**config.mk**
```make
export PLATFORM = sky130hd
export DESIGN_NAME = cjd_top
export DESIGN_NICKNAME = d
export VERILOG_FILES = /design/src/common/cjd_pkg.sv /design/src/logic/cjd_cond_sel.sv /design/src/logic/cjd_top.sv
export VERILOG_INCLUDE_DIRS = /design/src /design/src/common
export SDC_FILE = /design/constraint.sdc
export NUM_CORES = 1
export LEC_CHECK = 0
export ABC_CLOCK_PERIOD_IN_PS = 3500
export BUFFER_PORTS_ARGS = -buffer_cell sky130_fd_sc_hd__buf_2
export CAP_MARGIN = 20
export CORE_ASPECT_RATIO = 1.2
export CORE_MARGIN = 4
export CORE_UTILIZATION = 51
export CTS_CLUSTER_SIZE = 12
export DETAILED_ROUTE_END_ITERATION = 16
export GPL_ROUTABILITY_DRIVEN = 0
export GPL_TIMING_DRIVEN = 0
export MAX_ROUTING_LAYER = met4
export PLACE_DENSITY = 0.74
export SYNTH_ARGS = -nofsm -noshare
export SYNTH_HDL_FRONTEND = slang
export SYNTH_SLANG_ARGS = --single-unit
```
**constraint.sdc**
```tcl
create_clock -name clk_i -period 3.5 [get_ports clk_i]
set_clock_uncertainty 0.15 [all_clocks]
set_input_delay 0.175 -clock clk_i [delete_from_list [all_inputs] [get_ports clk_i]]
set_output_delay 0.175 -clock clk_i [all_outputs]
set_load 0.01 [all_outputs]
```
**src/common/cjd_defs.svh**
```systemverilog
`ifndef CJD_DEFS_SVH
`define CJD_DEFS_SVH

// ----------------------------------------------------------------------
// instruction encodings and operand fields
// ----------------------------------------------------------------------
`define CJD_JARF_HI      7'h1D   // bits 15:9 of jump far on alu flag
`define CJD_JARF_LO      4'h5    // bits 3:0 of jump far on alu flag
`define CJD_JARR_HI      7'h12   // bits 15:9 of jump relative on alu flag
`define CJD_JCRF_HI      6'h0F   // bits 15:10 of jump far on control bit
`define CJD_JCRF_LO      4'h4    // bits 3:0 of jump far on control bit
`define CJD_SEL_MSB      8       // condition / control bit select field
`define CJD_SEL_LSB      5
`define CJD_JREG_BIT     4       // jump register select
`define CJD_POL_BIT      9       // polarity of the control bit test
`define CJD_OFS_MSB      4       // signed relative offset
`define CJD_OFS_W        5

// ----------------------------------------------------------------------
// register indexes (byte address is four times the index)
// ----------------------------------------------------------------------
`define CJD_IDX_CW_A_B1  10'h101
`define CJD_IDX_CW_B_B1  10'h102
`define CJD_IDX_CW_A_B2  10'h121
`define CJD_IDX_CW_B_B2  10'h122
`define CJD_IDX_JREG0    10'h140
`define CJD_IDX_JREG1    10'h141
`define CJD_IDX_CORE_SEL 10'h142
`define CJD_IDX_STATUS   10'h143

// ----------------------------------------------------------------------
// reset values and bus answers
// ----------------------------------------------------------------------
`define CJD_RST_CW       16'h0000
`define CJD_RST_JREG     16'h0000
`define CJD_RST_CORE_SEL 2'h0
`define CJD_RESP_OKAY    2'h0
`define CJD_RESP_SLVERR  2'h2
`define CJD_TAKEN_BIT    15      // status: last jump was taken

`endif

```
**src/common/cjd_pkg.sv**
```systemverilog
package cjd_pkg;
  // ----------------------------------------------------------------------
  // kind of instruction seen on the fetch port
  // ----------------------------------------------------------------------
  typedef enum logic [1:0] {
    CJD_OTHER,                        // not a jump handled here
    CJD_JUMP_FAR_ALU,                 // absolute, alu flag condition
    CJD_JUMP_REL_ALU,                 // relative, alu flag condition
    CJD_JUMP_FAR_CTRL                 // absolute, control bit condition
  } cjd_kind_t;
endpackage

```
**src/logic/cjd_cond_sel.sv**
```systemverilog
`include "cjd_defs.svh"

// condition selection: one flag out of the alu condition word and one bit
// out of the control word, the latter compared against the polarity
module cjd_cond_sel (
  input  wire logic [15:0] alu_flags_i,     // alu condition register
  input  wire logic [15:0] ctrl_word_i,     // this core's control word
  input  wire logic [3:0]  alu_flag_select_i,
  input  wire logic [3:0]  ctrl_bit_index_i,
  input  wire logic        polarity_i,
  output logic             alu_hit_o,       // selected alu flag is set
  output logic             ctrl_hit_o       // control bit matches polarity
);
  // ----------------------------------------------------------------------
  // flag pick
  // ----------------------------------------------------------------------
  // codes 0..15 map one to one onto flag bits: operation complete, signed
  // overflow, signed underflow, unsigned overflow, unsigned underflow,
  // sign, zero, multiply loss, multiply overflow, mask_all_ones,
  // mask_all_zeros, a0, a1, carry, conversion sign, shift carry
  always_comb begin
    alu_hit_o = alu_flags_i[alu_flag_select_i]; // [RULE_05] [RULE_06] [RULE_07] [RULE_08] [RULE_09]
  end

  // ----------------------------------------------------------------------
  // control bit pick
  // ----------------------------------------------------------------------
  // index n selects bit n, 0 is the lsb; polarity 1 tests for a one
  always_comb begin
    ctrl_hit_o = (ctrl_word_i[ctrl_bit_index_i] == polarity_i); // [RULE_12] [RULE_13]
  end
endmodule

```
**src/logic/cjd_top.sv**
```systemverilog
// Local design decision: the AXI4-Lite interface to the registers.
`include "cjd_defs.svh"

// Summary of operation
// (RULE_01) far alu jump loads pc from jump register
// (RULE_02) far target comes from selected jump register
// (RULE_03) relative target is instruction address plus offset
// (RULE_04) offset is 5-bit two's complement, -16..15
// (RULE_05) select 0..2: complete, signed over/underflow
// (RULE_06) select 3..5: unsigned over/underflow, sign
// (RULE_07) select 6..8: zero, mult loss, mult overflow
// (RULE_08) select 9..10: mask all ones, all zeros
// (RULE_09) select 11..15: a0, a1, carry, conv, shift
// (RULE_10) conditions come from alu condition register
// (RULE_11) far control jump loads pc on bit match
// (RULE_12) control index n picks control word bit n
// (RULE_13) polarity 0 tests zero, 1 tests one
// (RULE_14) far alu jump decoded from 15:9 and 3:0
// (RULE_15) relative alu jump decoded from bits 15:9
// (RULE_16) far control jump decoded from 15:10, 3:0
// (RULE_17) failed condition advances pc sequentially
// (RULE_18) relative add wraps at code address width
module cjd_top #(
  parameter int ADDR_W = 10          // code memory address width
) (
  input  wire logic              clk_i,
  input  wire logic              reset_i,
  // instruction fetch side
  input  wire logic              instr_valid_i,   // one instruction executes
  input  wire logic [15:0]       instr_i,         // word at program_counter_o
  input  wire logic [15:0]       alu_flags_i,     // alu condition register
  output logic      [ADDR_W-1:0] program_counter_o,
  output logic                   jump_taken_o,    // pulse: last instr jumped
  output logic                   jump_seen_o,     // pulse: last instr was a jump
  // axi4-lite register slave
  input  wire logic [11:0]       s_axi_awaddr,
  input  wire logic              s_axi_awvalid,
  output logic                   s_axi_awready,
  input  wire logic [31:0]       s_axi_wdata,
  input  wire logic [3:0]        s_axi_wstrb,
  input  wire logic              s_axi_wvalid,
  output logic                   s_axi_wready,
  output logic      [1:0]        s_axi_bresp,
  output logic                   s_axi_bvalid,
  input  wire logic              s_axi_bready,
  input  wire logic [11:0]       s_axi_araddr,
  input  wire logic              s_axi_arvalid,
  output logic                   s_axi_arready,
  output logic      [31:0]       s_axi_rdata,
  output logic      [1:0]        s_axi_rresp,
  output logic                   s_axi_rvalid,
  input  wire logic              s_axi_rready
);

  // ----------------------------------------------------------------------
  // elaboration checks
  // ----------------------------------------------------------------------
  // the offset must fit the address, and the pc must stay below the status taken bit 15
  if (ADDR_W < `CJD_OFS_W || ADDR_W > 15) begin : g_bad_width
    $error("cjd_top: ADDR_W must lie between 5 and 15");
  end

  // ----------------------------------------------------------------------
  // state
  // ----------------------------------------------------------------------
  logic [15:0]       ctrl_word_q [4];  // control words, two cores by two banks
  logic [15:0]       jump_reg_q  [2];  // jump_register_set
  logic [1:0]        core_sel_q;       // which control word this core tests
  logic [ADDR_W-1:0] pc_q;             // program_counter
  logic [ADDR_W-1:0] pc_d;
  logic              taken_q;          // last jump was taken (status)
  logic              taken_d;
  logic              jump_seen_q;
  logic              jump_taken_q;

  // write channel holding state
  logic              aw_full_q;
  logic [9:0]        aw_idx_q;
  logic              w_full_q;
  logic [31:0]       wdata_q;
  logic [3:0]        wstrb_q;
  logic              awready_q;
  logic              wready_q;
  logic              bvalid_q;
  logic [1:0]        bresp_q;
  // read channel state
  logic              arready_q;
  logic              rvalid_q;
  logic [31:0]       rdata_q;
  logic [1:0]        rresp_q;

  // ----------------------------------------------------------------------
  // instruction decode
  // ----------------------------------------------------------------------
  cjd_pkg::cjd_kind_t kind;
  logic [3:0]         alu_flag_select;
  logic [3:0]         ctrl_bit_index;
  logic               jump_register_select;
  logic               polarity;
  logic [`CJD_OFS_W-1:0] offset;
  logic               alu_hit;
  logic               ctrl_hit;
  logic [ADDR_W-1:0]  far_target;
  logic [ADDR_W-1:0]  rel_target;
  logic [ADDR_W-1:0]  seq_target;

  // operand fields sit at fixed positions in every form
  assign alu_flag_select      = instr_i[`CJD_SEL_MSB:`CJD_SEL_LSB];
  assign ctrl_bit_index       = instr_i[`CJD_SEL_MSB:`CJD_SEL_LSB];
  assign jump_register_select = instr_i[`CJD_JREG_BIT];
  assign polarity             = instr_i[`CJD_POL_BIT];
  assign offset               = instr_i[`CJD_OFS_MSB:0];

  // opcode match; the three patterns cannot overlap
  always_comb begin
    kind = cjd_pkg::CJD_OTHER;
    if (instr_i[15:9] == `CJD_JARF_HI && instr_i[3:0] == `CJD_JARF_LO) begin
      kind = cjd_pkg::CJD_JUMP_FAR_ALU; // [RULE_14]
    end else if (instr_i[15:9] == `CJD_JARR_HI) begin
      kind = cjd_pkg::CJD_JUMP_REL_ALU; // [RULE_15]
    end else if (instr_i[15:10] == `CJD_JCRF_HI && instr_i[3:0] == `CJD_JCRF_LO) begin
      kind = cjd_pkg::CJD_JUMP_FAR_CTRL; // [RULE_16]
    end
  end

  // flags come straight from the alu condition register, same clock
  cjd_cond_sel u_cond_sel (
    .alu_flags_i       (alu_flags_i), // [RULE_10]
    .ctrl_word_i       (ctrl_word_q[core_sel_q]),
    .alu_flag_select_i (alu_flag_select),
    .ctrl_bit_index_i  (ctrl_bit_index),
    .polarity_i        (polarity),
    .alu_hit_o         (alu_hit),
    .ctrl_hit_o        (ctrl_hit)
  );

  // ----------------------------------------------------------------------
  // jump targets
  // ----------------------------------------------------------------------
  // any code location is reachable through a jump register
  assign far_target = jump_reg_q[jump_register_select][ADDR_W-1:0]; // [RULE_02]
  // offset sign-extended, add wraps at the code address width
  assign rel_target = pc_q + {{(ADDR_W-`CJD_OFS_W){offset[`CJD_OFS_MSB]}}, offset}; // [RULE_03] [RULE_04] [RULE_18]
  assign seq_target = pc_q + ADDR_W'(1);

  // next program counter for the instruction now at pc_q
  always_comb begin
    pc_d    = seq_target; // [RULE_17]
    taken_d = 1'b0;
    unique case (kind)
      cjd_pkg::CJD_JUMP_FAR_ALU: begin
        if (alu_hit) begin
          pc_d    = far_target; // [RULE_01]
          taken_d = 1'b1;
        end
      end
      cjd_pkg::CJD_JUMP_REL_ALU: begin
        if (alu_hit) begin
          pc_d    = rel_target; // [RULE_03]
          taken_d = 1'b1;
        end
      end
      cjd_pkg::CJD_JUMP_FAR_CTRL: begin
        if (ctrl_hit) begin
          pc_d    = far_target; // [RULE_11]
          taken_d = 1'b1;
        end
      end
      cjd_pkg::CJD_OTHER: begin
        // other instructions are executed elsewhere; pc just advances
        pc_d    = seq_target;
      end
    endcase
  end

  // ----------------------------------------------------------------------
  // program counter
  // ----------------------------------------------------------------------
  // pc only moves when an instruction really executes
  always_ff @(posedge clk_i) begin
    if (reset_i) begin
      pc_q <= '0;
    end else if (instr_valid_i) begin
      pc_q <= pc_d;
    end
  end

  // last-jump status, kept until the next jump instruction
  always_ff @(posedge clk_i) begin
    if (reset_i) begin
      taken_q <= 1'b0;
    end else if (instr_valid_i && kind != cjd_pkg::CJD_OTHER) begin
      taken_q <= taken_d;
    end
  end

  // one-cycle pulses describing the instruction just executed
  always_ff @(posedge clk_i) begin
    if (reset_i) begin
      jump_seen_q  <= 1'b0;
      jump_taken_q <= 1'b0;
    end else begin
      jump_seen_q  <= instr_valid_i && (kind != cjd_pkg::CJD_OTHER);
      jump_taken_q <= instr_valid_i && taken_d;
    end
  end

  // ----------------------------------------------------------------------
  // axi4-lite write path
  // ----------------------------------------------------------------------
  logic aw_take;
  logic w_take;
  logic commit;
  logic aw_full_nx;
  logic w_full_nx;
  logic bvalid_nx;
  logic w_hit;

  assign aw_take    = s_axi_awvalid && awready_q;
  assign w_take     = s_axi_wvalid && wready_q;
  // address and data may arrive in either order; write once both are held
  assign commit     = aw_full_q && w_full_q && !bvalid_q;
  assign aw_full_nx = (aw_full_q || aw_take) && !commit;
  assign w_full_nx  = (w_full_q || w_take) && !commit;
  assign bvalid_nx  = (bvalid_q && !s_axi_bready) || commit;

  // the decoded index is one of the mapped registers
  always_comb begin
    unique case (aw_idx_q)
      `CJD_IDX_CW_A_B1, `CJD_IDX_CW_B_B1, `CJD_IDX_CW_A_B2, `CJD_IDX_CW_B_B2,
      `CJD_IDX_JREG0, `CJD_IDX_JREG1, `CJD_IDX_CORE_SEL, `CJD_IDX_STATUS:
        w_hit = 1'b1;
      default: w_hit = 1'b0;
    endcase
  end

  // byte-lane merge over the low half word, upper lanes ignored
  function automatic logic [15:0] merge16(input logic [15:0] old,
                                          input logic [31:0] wd,
                                          input logic [3:0]  st);
    logic [15:0] r;
    r = old;
    if (st[0]) r[7:0]  = wd[7:0];
    if (st[1]) r[15:8] = wd[15:8];
    return r;
  endfunction

  // channel holding registers; ready drops while a word is held
  always_ff @(posedge clk_i) begin
    if (reset_i) begin
      aw_full_q <= 1'b0;
      w_full_q  <= 1'b0;
      awready_q <= 1'b0;
      wready_q  <= 1'b0;
      aw_idx_q  <= 10'h000;
      wdata_q   <= 32'h0000_0000;
      wstrb_q   <= 4'h0;
    end else begin
      aw_full_q <= aw_full_nx;
      w_full_q  <= w_full_nx;
      awready_q <= !aw_full_nx && !bvalid_nx;
      wready_q  <= !w_full_nx && !bvalid_nx;
      if (aw_take) aw_idx_q <= s_axi_awaddr[11:2];
      if (w_take) begin
        wdata_q <= s_axi_wdata;
        wstrb_q <= s_axi_wstrb;
      end
    end
  end

  // write response: okay for mapped, slverr for anything else
  always_ff @(posedge clk_i) begin
    if (reset_i) begin
      bvalid_q <= 1'b0;
      bresp_q  <= `CJD_RESP_OKAY;
    end else begin
      bvalid_q <= bvalid_nx;
      if (commit) bresp_q <= w_hit ? `CJD_RESP_OKAY : `CJD_RESP_SLVERR;
    end
  end

  // software-visible registers; status is read-only and ignores writes
  always_ff @(posedge clk_i) begin
    if (reset_i) begin
      for (int i = 0; i < 4; i++) ctrl_word_q[i] <= `CJD_RST_CW;
      jump_reg_q[0] <= `CJD_RST_JREG;
      jump_reg_q[1] <= `CJD_RST_JREG;
      core_sel_q    <= `CJD_RST_CORE_SEL;
    end else if (commit) begin
      unique case (aw_idx_q)
        `CJD_IDX_CW_A_B1: ctrl_word_q[0] <= merge16(ctrl_word_q[0], wdata_q, wstrb_q);
        `CJD_IDX_CW_B_B1: ctrl_word_q[1] <= merge16(ctrl_word_q[1], wdata_q, wstrb_q);
        `CJD_IDX_CW_A_B2: ctrl_word_q[2] <= merge16(ctrl_word_q[2], wdata_q, wstrb_q);
        `CJD_IDX_CW_B_B2: ctrl_word_q[3] <= merge16(ctrl_word_q[3], wdata_q, wstrb_q);
        `CJD_IDX_JREG0:   jump_reg_q[0]  <= merge16(jump_reg_q[0], wdata_q, wstrb_q);
        `CJD_IDX_JREG1:   jump_reg_q[1]  <= merge16(jump_reg_q[1], wdata_q, wstrb_q);
        `CJD_IDX_CORE_SEL: begin
          if (wstrb_q[0]) core_sel_q <= wdata_q[1:0];
        end
        default: begin
          // status and unmapped: nothing stored
        end
      endcase
    end
  end

  // ----------------------------------------------------------------------
  // axi4-lite read path
  // ----------------------------------------------------------------------
  logic        ar_take;
  logic        rvalid_nx;
  logic [31:0] rd_word;
  logic        rd_hit;
  logic [9:0]  ar_idx;

  assign ar_take   = s_axi_arvalid && arready_q;
  assign rvalid_nx = ar_take || (rvalid_q && !s_axi_rready);
  assign ar_idx    = s_axi_araddr[11:2];

  // read mux; unused upper bits read as zero
  always_comb begin
    rd_word = 32'h0000_0000;
    rd_hit  = 1'b1;
    unique case (ar_idx)
      `CJD_IDX_CW_A_B1:  rd_word[15:0] = ctrl_word_q[0];
      `CJD_IDX_CW_B_B1:  rd_word[15:0] = ctrl_word_q[1];
      `CJD_IDX_CW_A_B2:  rd_word[15:0] = ctrl_word_q[2];
      `CJD_IDX_CW_B_B2:  rd_word[15:0] = ctrl_word_q[3];
      `CJD_IDX_JREG0:    rd_word[15:0] = jump_reg_q[0];
      `CJD_IDX_JREG1:    rd_word[15:0] = jump_reg_q[1];
      `CJD_IDX_CORE_SEL: rd_word[1:0]  = core_sel_q;
      `CJD_IDX_STATUS: begin
        rd_word[ADDR_W-1:0]     = pc_q;
        rd_word[`CJD_TAKEN_BIT] = taken_q;
      end
      default: rd_hit = 1'b0;
    endcase
  end

  // data captured at the address handshake, held until rready
  always_ff @(posedge clk_i) begin
    if (reset_i) begin
      arready_q <= 1'b0;
      rvalid_q  <= 1'b0;
      rdata_q   <= 32'h0000_0000;
      rresp_q   <= `CJD_RESP_OKAY;
    end else begin
      arready_q <= !rvalid_nx;
      rvalid_q  <= rvalid_nx;
      if (ar_take) begin
        rdata_q <= rd_word;
        rresp_q <= rd_hit ? `CJD_RESP_OKAY : `CJD_RESP_SLVERR;
      end
    end
  end

  // ----------------------------------------------------------------------
  // outputs, all straight from flip-flops
  // ----------------------------------------------------------------------
  assign program_counter_o = pc_q;
  assign jump_taken_o      = jump_taken_q;
  assign jump_seen_o       = jump_seen_q;
  assign s_axi_awready     = awready_q;
  assign s_axi_wready      = wready_q;
  assign s_axi_bvalid      = bvalid_q;
  assign s_axi_bresp       = bresp_q;
  assign s_axi_arready     = arready_q;
  assign s_axi_rvalid      = rvalid_q;
  assign s_axi_rdata       = rdata_q;
  assign s_axi_rresp       = rresp_q;

endmodule

```
==> results of run 1 <==
state kept, by name, indices dropped and copies added (netlist names), 2 cells and up, named ones only:
| name | cells |
|---|---|
| jump_reg_q | 32 |
| s_axi_rdata | 16 |
| aw_idx_q | 10 |
| wstrb_q | 2 |
| wdata_q | 16 |
| core_sel_q | 2 |
| program_counter_o | 10 |
| ctrl_word_q | 64 |
worst min path at each step:
| stage | start | to | slack [ns] |
|---|---|---|---|
| 2_1_floorplan | s_axi_awaddr[9] | aw_idx_q[7]$_SDFFE_PP0P_ | 0.16 |
| 3_3_place_gp | s_axi_wdata[15] | wdata_q[15]$_SDFFE_PP0P_ | 0.27 |
| 3_5_place_dp | s_axi_wdata[12] | wdata_q[12]$_SDFFE_PP0P_ | 0.27 |
| 4_1_cts | instr_i[0] | program_counter_o[0]$_SDFFE_PP0P_ | 0.15 |
| 5_1_grt | instr_i[0] | program_counter_o[0]$_SDFFE_PP0P_ | 0.21 |
| 6_report | s_axi_wvalid | wstrb_q[0]$_SDFFE_PP0P_ | 0.16 |
timing repair:
action                                  in CTS  in global routing
endpoints found under the setup margin       0                 10
hold buffers                                31                  0
hold endpoints to repair                    33                  0
resized for setup                            0                  1
critical path: cells and delay by family, from the launching register on:
kind | cells | cell delay, ns
compound gates | 4 | 1.00
mux | 2 | 0.98
xor+xnor | 1 | 0.43
flops | 1 | 0.32
buf+inv | 1 | 0.17
simple gates | 1 | 0.12
layout make-up:
| cell class | count | share of cell area [%] |
|---|---|---|
| buffer | 68 | 3.37 |
| clock buffer | 18 | 4.24 |
| clock inverter | 14 | 1.14 |
| inverter | 10 | 0.353 |
| multi-input combinational | 614 | 39.8 |
| sequential | 166 | 40.3 |
| tap | 216 | 2.54 |
| timing repair buffer | 143 | 8.24 |
metrics by stage:
step           hold slack (ns)  cells
3_5_place_dp             0.268   1186
6_report                 0.157   1249
4_1_cts                  0.152   1249
3_3_place_gp             0.268   1181
5_1_grt                  0.213   1249
2_1_floorplan            0.161    858
power by group:
part           total [mW]  internal [mW]  switching, mW
registers            2.20           2.13         0.0683
logic               0.508          0.223          0.285
clock network        1.83           1.03          0.807
total                4.54           3.38           1.16
logic make-up after synthesis:
group | Yosys count | share of synthesized area (%)
and+or+nand+nor | 335 | 19.1
AOI/OAI and AO/OA | 180 | 14.6
DFF | 166 | 48.4
buffers and inverters | 78 | 4.47
muxes | 48 | 9.16
xor gates and xnor gates | 19 | 2.09
adders and majority gates | 14 | 2.06
other | 1 | 0.0424
cell usage in the layout, fill, tap and decap left out, types with 14 or more instances in the layout:
cell | netlist | routed
nand2_1 | 96 | 96
mux2i_1 | 18 | 18
buf_4 | 18 | 20
a221oi_1 | 16 | 16
and2_1 | 68 | 68
edfxtp_1 | 96 | 96
and3_1 | 20 | 20
clkbuf_16 | 0 | 18
mux4_1 | 14 | 14
a22oi_1 | 40 | 40
dlygate4sd3_1 | 0 | 31
a21oi_1 | 46 | 46
dfxtp_1 | 70 | 70
nand3_1 | 26 | 26
nor2_1 | 63 | 63
conb_1 | 1 | 18
buf_2 | 3 | 113
clkbuf_1 | 38 | 38
o21ai_0 | 19 | 17
nor3_1 | 17 | 16
routing by layer:
layer | GRT usage [%] | part of all wire, % | vias up
li1 | - | - | 3479
met1 | 32.6 | 39 | 3553
met2 | 43.7 | 49 | 391
met3 | 4.14 | 7.8 | 67
met4 | 12.2 | 4.5 | 0
met5 | - | 0 | -
==> run_results.csv, run 1 <==
group,metric,value,unit
status,outcome,"finished, final reports clean",
yosys,yosysUniqueCellTypes,77,
critical_path,worstPathArrival,3.47,ns
final_layout,seqCellArea,0.00428,mm²
die,initial_core_util,52.1,%
yosys,synth_area_leaders,"edfxtp_1 (33%), dfxtp_1 (16%), and2_1 (4.8%)",
critical_path,end_kind,"flip-flop",
sta,rsz0062_at_grt,"no",
final_layout,fill_cells,1360,
global_routing,grt.total_usage,26.8,%
clock_tree,path_clk_slew,0.07,ns
power_and_ir_drop,powerDensity,427,mW/mm²
die,num_rows,52,
clock_tree,post_cts_buffers,0,
critical_path,cp.required,3.69,ns
critical_path,reg2reg_depth,9,
power_and_ir_drop,p_total,4.54,mW
final_layout,multi_input_comb_area,0.00424,mm²
critical_path,path_class,"reg2reg",
sta,timing.setup.tns,0,ns
clock_tree,root_buffer,"clkbuf_16",
route,detail_route.first_pass.iterations,5,
critical_path,rrSetupSlack,0.22,ns
die,core,0.0170,mm²
global_routing,grt_start_max_net_pins,17,
yosys,yosys.area.top_type,"edfxtp_1",
critical_path,crit_chain,"buf_6 > mux4_1 > a22oi_1 > nand2_1 > a2111oi_4 > a21oi_4 > xnor2_4 > mux2_4 > a31o_1",
global_routing,grt_pass1_vias,7137,
clock_tree,htree_levels,4,
critical_path,slowest_delay,0.64,ns
final_layout,syn_to_final_growth,20.2,%
yosys,ys.warnings.count,0,
sta,finalMaxSlewViolations,0,
route,wirelength,25.6,mm
sta,max-slew-margin-rel,27.0,%
global_routing,antenna_found_initial,0,
die,dieArea,0.0195,mm²
yosys,ys_seq_area_share,48.4,%
critical_path,r2r_end,"program_counter_o[7]$_SDFFE_PP0P_",
route,drc,0,
placement,post-place-ws,0.215,ns
sta,fin_ws,0.215,ns
clock_tree,cts-buffers-inserted,17,
clock_tree,insertion_delay,0.43,ns
run,drv_cap,0,
yosys,syn-cell-area,0.00885,mm²
yosys,yosysTopAreaCellShare,32.6,%
power_and_ir_drop,ir_drop,0.382,mV
yosys,netlist_instances,841,
yosys,ys_async_sr_fraction,0,%
final_layout,n_antenna_cell,0,
critical_path,crit_end,"program_counter_o[7]$_SDFFE_PP0P_",
sta,hold_viol,0,
route,ant_nets,0,
yosys,synth-seq-cells,166,
global_routing,grt_pass1_wl,39.2,mm
power_and_ir_drop,leakage,4.22,nW
final_layout,post-route-cell-area,0.0106,mm²
critical_path,worstPathMaxFanout,10,
clock_tree,clock_sinks,166,
final_layout,nets,1134,
yosys,postSynthAreaPerCell,10.5,µm²
clock_tree,cts_tree,"built",
die,die_height,152,µm
placement,io_buffers,107,
yosys,synth_edf_count,96,
worst_hold_path,holdCritPathClass,"in2reg",
route,drt_iter0_markers,844,
route,wl_per_cell,20.5,µm
final_layout,post-route-util,62.6,%
clock_tree,clk_path_buf_depth,2,
sta,finalCritPeriodShare,93.8,%
sta,final.min_clock_period,3.28,ns
die,die_w,128,µm
critical_path,worstSetupStartpointType,"flip-flop",
yosys,synth_common_cells,"edfxtp_1 (96), nand2_1 (96), dfxtp_1 (70)",
placement,place_area,0.00975,mm²
sta,fmax,0.304,GHz
global_routing,grt-ovfl-total,0,
yosys,synthFlopType,"edfxtp_1",
placement,post-dp-hpwl,18.7,mm
critical_path,cp_slowest_cell,"mux4_1",
route,routed_via_density,6.00,
sta,max_slew.worst_pin.slew,1.09,ns
final_layout,layout-drive-gt1-share,19.6,%
sta,setup_viol,0,
route,num_vias,7490,
worst_hold_path,hold_path_depth,4,
die,ios,153,
(Power assumes the default switching activity.)
==> run 2, diff against run 1 <==
--- a/config.mk
+++ b/config.mk
@@ -9,7 +9,7 @@
 export ABC_CLOCK_PERIOD_IN_PS = 3500
 export BUFFER_PORTS_ARGS = -buffer_cell sky130_fd_sc_hd__buf_2
 export CAP_MARGIN = 20
-export CORE_ASPECT_RATIO = 1.2
+export CORE_ASPECT_RATIO = 0.75
 export CORE_MARGIN = 4
 export CORE_UTILIZATION = 51
 export CTS_CLUSTER_SIZE = 12
==> constraint.sdc (replaced) <==
create_clock -name clk_i -period 3.5 [get_ports clk_i]
set_clock_uncertainty 0.15 [all_clocks]
set_input_delay 0.35 -clock clk_i [delete_from_list [all_inputs] [get_ports clk_i]]
set_output_delay 0.35 -clock clk_i [all_outputs]
set_load 0.01 [all_outputs]
==> run 2 against run 1 <==
Compared with the run above: combinational power fell by 3.9%; critical endpoint unchanged; die area about the same; wire length rose by 2.4%; sequential power about the same; register-to-register slack worse by 0.08 ns; critical path depth stayed put; non-clock buffer count decreased by 28.
==> run_results.csv, run 2 (same netlist as run 1, synthesis figures left out) <==
group,metric,value,unit
status,outcome,"finished, final reports clean",
clock_tree,root_buffer,"clkbuf_16",
placement,io_buffers,107,
power_and_ir_drop,powerDensity,432,mW/mm²
global_routing,grt.total_usage,27.0,%
critical_path,cp_slowest_cell,"mux4_1",
final_layout,largest_register_ffs,64,
sta,hold_viol,0,
critical_path,worstSetupStartpointType,"flip-flop",
final_layout,fin_cells,1220,
clock_tree,htree_levels,4,
power_and_ir_drop,ir_drop,0.317,mV
global_routing,antenna_found_initial,0,
sta,final.min_clock_period,3.36,ns
critical_path,crit_family,"multiplexers",
route,ant_nets,0,
critical_path,end_kind,"flip-flop",
final_layout,layout_commonest_cell,"buf_2",
final_layout,reg_top3,"ctrl_word_q: 64 flops, jump_reg_q: 32 flops",
die,die_w,160,µm
critical_path,r2r_end,"program_counter_o[7]$_SDFFE_PP0P_",
die,ios,153,
critical_path,slowest_delay,0.62,ns
placement,post-dp-hpwl,19.9,mm
die,die_height,122,µm
route,drc,0,
sta,finalMaxSlewViolations,0,
critical_path,crit_end,"program_counter_o[7]$_SDFFE_PP0P_",
final_layout,n_antenna_cell,0,
critical_path,cp.required,3.67,ns
final_layout,nets,1106,
final_layout,final_cell_mix,"buf_2 (117), nand2_1 (96), edfxtp_1 (96)",
final_layout,syn_to_final_growth,16.5,%
route,drt_iter0_markers,1147,
clock_tree,clk_path_buf_depth,2,
clock_tree,path_clk_slew,0.07,ns
critical_path,reg2reg_depth,9,
critical_path,path_class,"reg2reg",
route,wirelength,26.2,mm
sta,max_slew.worst_pin.slew,1.10,ns
die,core,0.0169,mm²
worst_hold_path,holdCritPathClass,"in2reg",
placement,dp.cells,1184,
global_routing,grt_pass1_vias,6727,
sta,rsz0062_at_grt,"no",
global_routing,grt_pass1_wl,39.0,mm
critical_path,rrSetupSlack,0.14,ns
sta,hold-worst-slack,0.00330,ns
clock_tree,clock_sinks,166,
clock_tree,post_cts_buffers,0,
final_layout,layout-drive-gt1-share,20.4,%
sta,setup_viol,0,
route,num_vias,7523,
sta,fmax,0.298,GHz
critical_path,cp.depth,9,
critical_path,worstPathMaxFanout,10,
route,detail_route.first_pass.iterations,7,
global_routing,grt_start_max_net_pins,18,
power_and_ir_drop,leakage,4.09,nW
global_routing,grt-ovfl-total,0,
route,routed_via_density,6.17,
critical_path,crit_chain,"buf_6 > buf_12 > mux4_1 > mux2_2 > a211oi_2 > a21oi_4 > xnor2_4 > mux2_4 > a31o_1",
sta,finalCritPeriodShare,96.0,%
die,dieArea,0.0195,mm²
final_layout,fill_cells,1422,
die,num_rows,41,
final_layout,regMostFlops,"ctrl_word_q",
critical_path,path_buf_inv,2,
clock_tree,insertion_delay,0.43,ns
run,drv_cap,0,
clock_tree,cts_tree,"built",
critical_path,worstPathArrival,3.53,ns
die,initial_core_util,52.3,%
clock_tree,cts-buffers-inserted,17,
clock_tree,hold_buffers,0,
route,wl_per_cell,21.5,µm
sta,max-slew-margin-rel,26.1,%
-- run 2: cell type report --
type	instances	area (µm²)	share of cell area (%)
well taps	215	269	2.61
clock buffers	19	433	4.20
clock inverters	13	109	1.06
multi-input cells	614	4240	41.1
inverters	10	37.5	0.364
repair buffers	115	578	5.61
flip-flops and latches	166	4280	41.6
plain buffers	68	358	3.47
-- run 2: worst reg2reg max path, cell delays in order, from the launching register on --
cell,delay [ns]
dfxtp_1,0.32
buf_6,0.17
buf_12,0.17
mux4_1,0.62
mux2_2,0.31
a211oi_2,0.29
a21oi_4,0.17
xnor2_4,0.48
mux2_4,0.35
a31o_1,0.23
-- run 2: routing by layer --
metal	global-route usage, %	vias to the layer above	part of all wire, %
met5	-	-	0
met3	10.3	53	15
met1	39.7	3526	44
met2	35.0	516	39
li1	-	3428	-
met4	6.34	0	1.8
-- run 2: worst min path at each step --
stage | start | end | slack, ns | depth (start not counted)
final | s_axi_wdata[15] | wdata_q[15]$_SDFFE_PP0P_ | 0.003 | 3
after global routing | s_axi_wdata[15] | wdata_q[15]$_SDFFE_PP0P_ | 0.008 | 3
after CTS | s_axi_wdata[15] | wdata_q[15]$_SDFFE_PP0P_ | 0.0008 | 3
after detailed placement | aw_idx_q[8]$_SDFFE_PP0P_ | aw_idx_q[8]$_SDFFE_PP0P_ | 0.30 | 2
after global placement | aw_idx_q[2]$_SDFFE_PP0P_ | aw_idx_q[2]$_SDFFE_PP0P_ | 0.30 | 2
after floorplan | aw_full_q$_SDFF_PP0_ | s_axi_awready$_SDFF_PP0_ | 0.27 | 1
-- run 2: repair_timing --
item                                    CTS  global route
endpoints found under the setup margin    8            24
endpoints found under the hold margin     0             0
gates resized for setup                   1             2
-- run 2: power by group --
| group | switching (mW) | internal, mW |
|---|---|---|
| combinational | 0.288 | 0.200 |
| sequential | 0.0729 | 2.13 |
| clock | 0.836 | 0.931 |
-- run 2: metrics by stage --
stage / total power, mW / instance area (µm²) / TNS, ns / util, % / worst slack [ns]
global route: 4.59 / 10300 / 0 / 60.9 / 0.0755
finish: 4.46 / 10300 / 0 / 60.9 / 0.140
global placement: 2.70 / 9720 / 0 / 57.4 / 0.0323
floorplan: 2.53 / 8910 / 0 / - / 0.527
detailed placement: 2.71 / 9740 / -0.0784 / 57.5 / -0.0100
CTS: 4.44 / 10300 / 0 / 60.7 / 0.0136
==> run 3, diff against run 2 <==
--- a/config.mk
+++ b/config.mk
@@ -6,6 +6,7 @@
 export SDC_FILE = /design/constraint.sdc
 export NUM_CORES = 1
 export LEC_CHECK = 0
+export ABC_AREA = 1
 export ABC_CLOCK_PERIOD_IN_PS = 3500
 export BUFFER_PORTS_ARGS = -buffer_cell sky130_fd_sc_hd__buf_2
 export CAP_MARGIN = 20
@@ -17,7 +18,7 @@
 export GPL_ROUTABILITY_DRIVEN = 0
 export GPL_TIMING_DRIVEN = 0
 export MAX_ROUTING_LAYER = met4
-export PLACE_DENSITY = 0.74
+export PLACE_DENSITY = 0.73
 export SYNTH_ARGS = -nofsm -noshare
 export SYNTH_HDL_FRONTEND = slang
 export SYNTH_SLANG_ARGS = --single-unit
==> run 3 against run 2 <==
Compared with the run above: via count rose by 18%; synthesized area up 3.4%; wire length is 11% higher; combinational power down 3%; final cell count up 29%; largest cell class unchanged.
==> run_results.csv, run 3 <==
group,metric,value,unit
die,initial_core_util,51.9,%
critical_path,reg2reg_from,"w_full_q$_SDFF_PP0_",
clock_tree,path_clk_slew,0.07,ns
critical_path,cp_slowest_cell,"o21ai_0",
yosys,netlist_instances,1167,
critical_path,worstPathArrival,2.95,ns
global_routing,antenna_found_initial,0,
final_layout,layout_commonest_cell,"nand2_1",
final_layout,layout-drive-gt1-share,16.5,%
yosys,synthFlopType,"edfxtp_1",
global_routing,grt_pass1_wl,44.4,mm
global_routing,grt-ovfl-total,0,
final_layout,fill_cells,1544,
placement,post-dp-hpwl,21.6,mm
critical_path,end_kind,"flip-flop",
clock_tree,clk_path_buf_depth,2,
critical_path,worstSetupStartpointType,"flip-flop",
final_layout,post-route-cell-area,0.0107,mm²
clock_tree,cts_resized,0,
die,num_rows,42,
clock_tree,post_cts_buffers,0,
run,drv_cap,0,
sta,setup_viol,0,
critical_path,crit_path_frequent_cell,"inv_1",
route,drt_iter0_markers,1423,
die,die_height,124,µm
route,num_vias,8912,
sta,finalMaxSlewViolations,0,
global_routing,grt_pass1_vias,8158,
final_layout,syn_to_final_growth,17.4,%
power_and_ir_drop,ir_drop,0.337,mV
yosys,yosysMostFrequentCell,"nand2_1",
yosys,yosysUniqueCellTypes,50,
status,outcome,"finished, final reports clean",
placement,place_area,0.0101,mm²
yosys,ys_async_sr_fraction,0,%
die,ios,153,
final_layout,n_antenna_cell,0,
clock_tree,root_buffer,"clkbuf_16",
final_layout,regMostFlops,"ctrl_word_q",
sta,final.min_clock_period,2.96,ns
die,die_w,163,µm
global_routing,grt_start_max_net_pins,18,
critical_path,slowest_delay,0.66,ns
sta,finalCritPeriodShare,84.7,%
route,wirelength,29.0,mm
global_routing,grt.total_usage,29.9,%
power_and_ir_drop,leakage,4.64,nW
yosys,synth_common_cells,"nand2_1 (233), nor2_1 (158), inv_1 (127)",
worst_hold_path,hp-start,"s_axi_awaddr[4]",
sta,fmax,0.337,GHz
critical_path,worstPathMaxFanout,8,
yosys,synth-seq-cells,166,
sta,hold_viol,0,
die,dieArea,0.0202,mm²
route,drc,0,
route,routed_via_density,5.65,
yosys,yosys.area.top_type,"edfxtp_1",
critical_path,crit_chain,"inv_1 > nor3_1 > inv_1 > nor2_1 > nand2_1 > o21ai_0 > buf_2",
sta,hold-worst-slack,0.0162,ns
final_layout,final_cell_mix,"nand2_1 (233), nor2_1 (158), inv_1 (127)",
yosys,yosysTopAreaCellShare,31.5,%
critical_path,rrSetupSlack,0.54,ns
critical_path,reg2reg_depth,7,
critical_path,path_class,"reg2reg",
critical_path,crit_end,"ctrl_word_q[2][9]$_SDFFCE_PN0P_",
yosys,ys_seq_area_share,46.8,%
final_layout,largest_register_ffs,64,
clock_tree,clock_sinks,166,
clock_tree,cts_tree,"built",
sta,max-slew-margin-rel,32.5,%
power_and_ir_drop,powerDensity,431,mW/mm²
final_layout,nets,1436,
yosys,syn-cell-area,0.00915,mm²
worst_hold_path,holdCritPathClass,"in2reg",
route,ant_nets,0,
critical_path,r2r_end,"ctrl_word_q[2][9]$_SDFFCE_PN0P_",
sta,max_slew.worst_pin.slew,1.01,ns
clock_tree,insertion_delay,0.43,ns
clock_tree,hold_buffers,0,
yosys,ys.warnings.count,0,
sta,timing.setup.tns,0,ns
clock_tree,htree_levels,4,
route,detail_route.first_pass.iterations,5,
yosys,synth_edf_count,96,
yosys,synth_area_leaders,"edfxtp_1 (32%), dfxtp_1 (15%), nand2_1 (9.6%)",
sta,rsz0062_at_grt,"no",
yosys,postSynthAreaPerCell,7.84,µm²
die,core,0.0176,mm²
final_layout,reg_top3,"ctrl_word_q: 64 flops, jump_reg_q: 32 flops",
placement,io_buffers,112,
critical_path,cp.required,3.48,ns
clock_tree,cts-buffers-inserted,17,
route,wl_per_cell,18.4,µm
critical_path,cp-startpoint,"w_full_q$_SDFF_PP0_",
run 3: changes by cell type after synthesis, moves of 9 or more:
cell | previous run | this run
nand2_1 | 96 | 233
inv_1 | 9 | 127
nor2_1 | 63 | 158
nand3_1 | 26 | 114
o21ai_0 | 19 | 100
and2_1 | 68 | 1
a22oi_1 | 40 | 0
and3_1 | 20 | 1
mux2i_1 | 18 | 2
mux4_1 | 14 | 0
a21oi_1 | 46 | 57
clkbuf_1 | 38 | 27
a222oi_1 | 9 | 0
buf_6 | 2 | 11
run 3: worst min-delay path by stage:
stage / to / slack (ns) / cells after the start
after detailed placement: s_axi_wready$_SDFF_PP0_ / 0.27 / 1
after floorplan: s_axi_awready$_SDFF_PP0_ / 0.25 / 1
after global routing: aw_idx_q[3]$_SDFFE_PP0P_ / 0.03 / 3
final: aw_idx_q[2]$_SDFFE_PP0P_ / 0.02 / 3
after CTS: aw_idx_q[3]$_SDFFE_PP0P_ / 0.002 / 3
after global placement: s_axi_awready$_SDFF_PP0_ / 0.26 / 1
run 3: area by class of cell:
class | count | area [µm²] | area share [%]
inverter | 135 | 514 | 4.79
clock inverter | 13 | 149 | 1.39
multi-input combinational | 812 | 3960 | 36.9
timing repair buffer | 119 | 601 | 5.59
clock buffer | 19 | 475 | 4.43
sequential | 166 | 4280 | 39.9
buffer | 71 | 449 | 4.18
tap | 242 | 303 | 2.82
run 3: kinds of logic (layout without fill, tap and decap cells):
logic type	count (synthesis)	in the layout	synth area share (%)
flip-flops	166	166	46.8
AND/OR/NAND/NOR	554	554	25.8
adder cells (fa/ha/maj)	14	14	2.00
AO/OA/AOI/OAI	213	213	13.5
buffers and inverters	206	357	10.5
XOR/XNOR	11	11	1.05
multiplexers	2	2	0.219
other	1	18	0.0410
run 3: where the power goes:
group          switching (mW)  leakage, nW  internal, mW
Clock                   0.873        0.311          1.10
Combinational           0.315         2.77         0.157
Sequential             0.0472         1.56          2.13
Total                    1.24         4.64          3.39
run 3: worst max-delay path, delay by kind of cell, from the launching register on:
family                 cells  cell delay [ns]
flip-flops                 1             0.33
buffers and inverters      3             0.53
AND/OR/NAND/NOR            3             0.98
AO/OA/AOI/OAI              1             0.66
run 3: stage by stage:
step	util (%)	worst slack (ns)	std cells	power [mW]
global route	61.0	0.310	1577	4.78
detailed placement	57.4	0.481	1545	2.68
floorplan	-	1.13	1184	2.50
CTS	61.0	0.624	1577	4.62
global placement	57.2	0.354	1538	2.67
finish	61.0	0.536	1577	4.63
run 3: layer usage:
| metal | global-route usage (%) | part of all wire, % | up-vias |
|---|---|---|---|
| met4 | 8.59 | 2.0 | 0 |
| met2 | 39.4 | 39 | 626 |
| met3 | 9.20 | 15 | 61 |
| met5 | - | 0 | - |
| li1 | - | - | 4187 |
| met1 | 44.0 | 44 | 4038 |
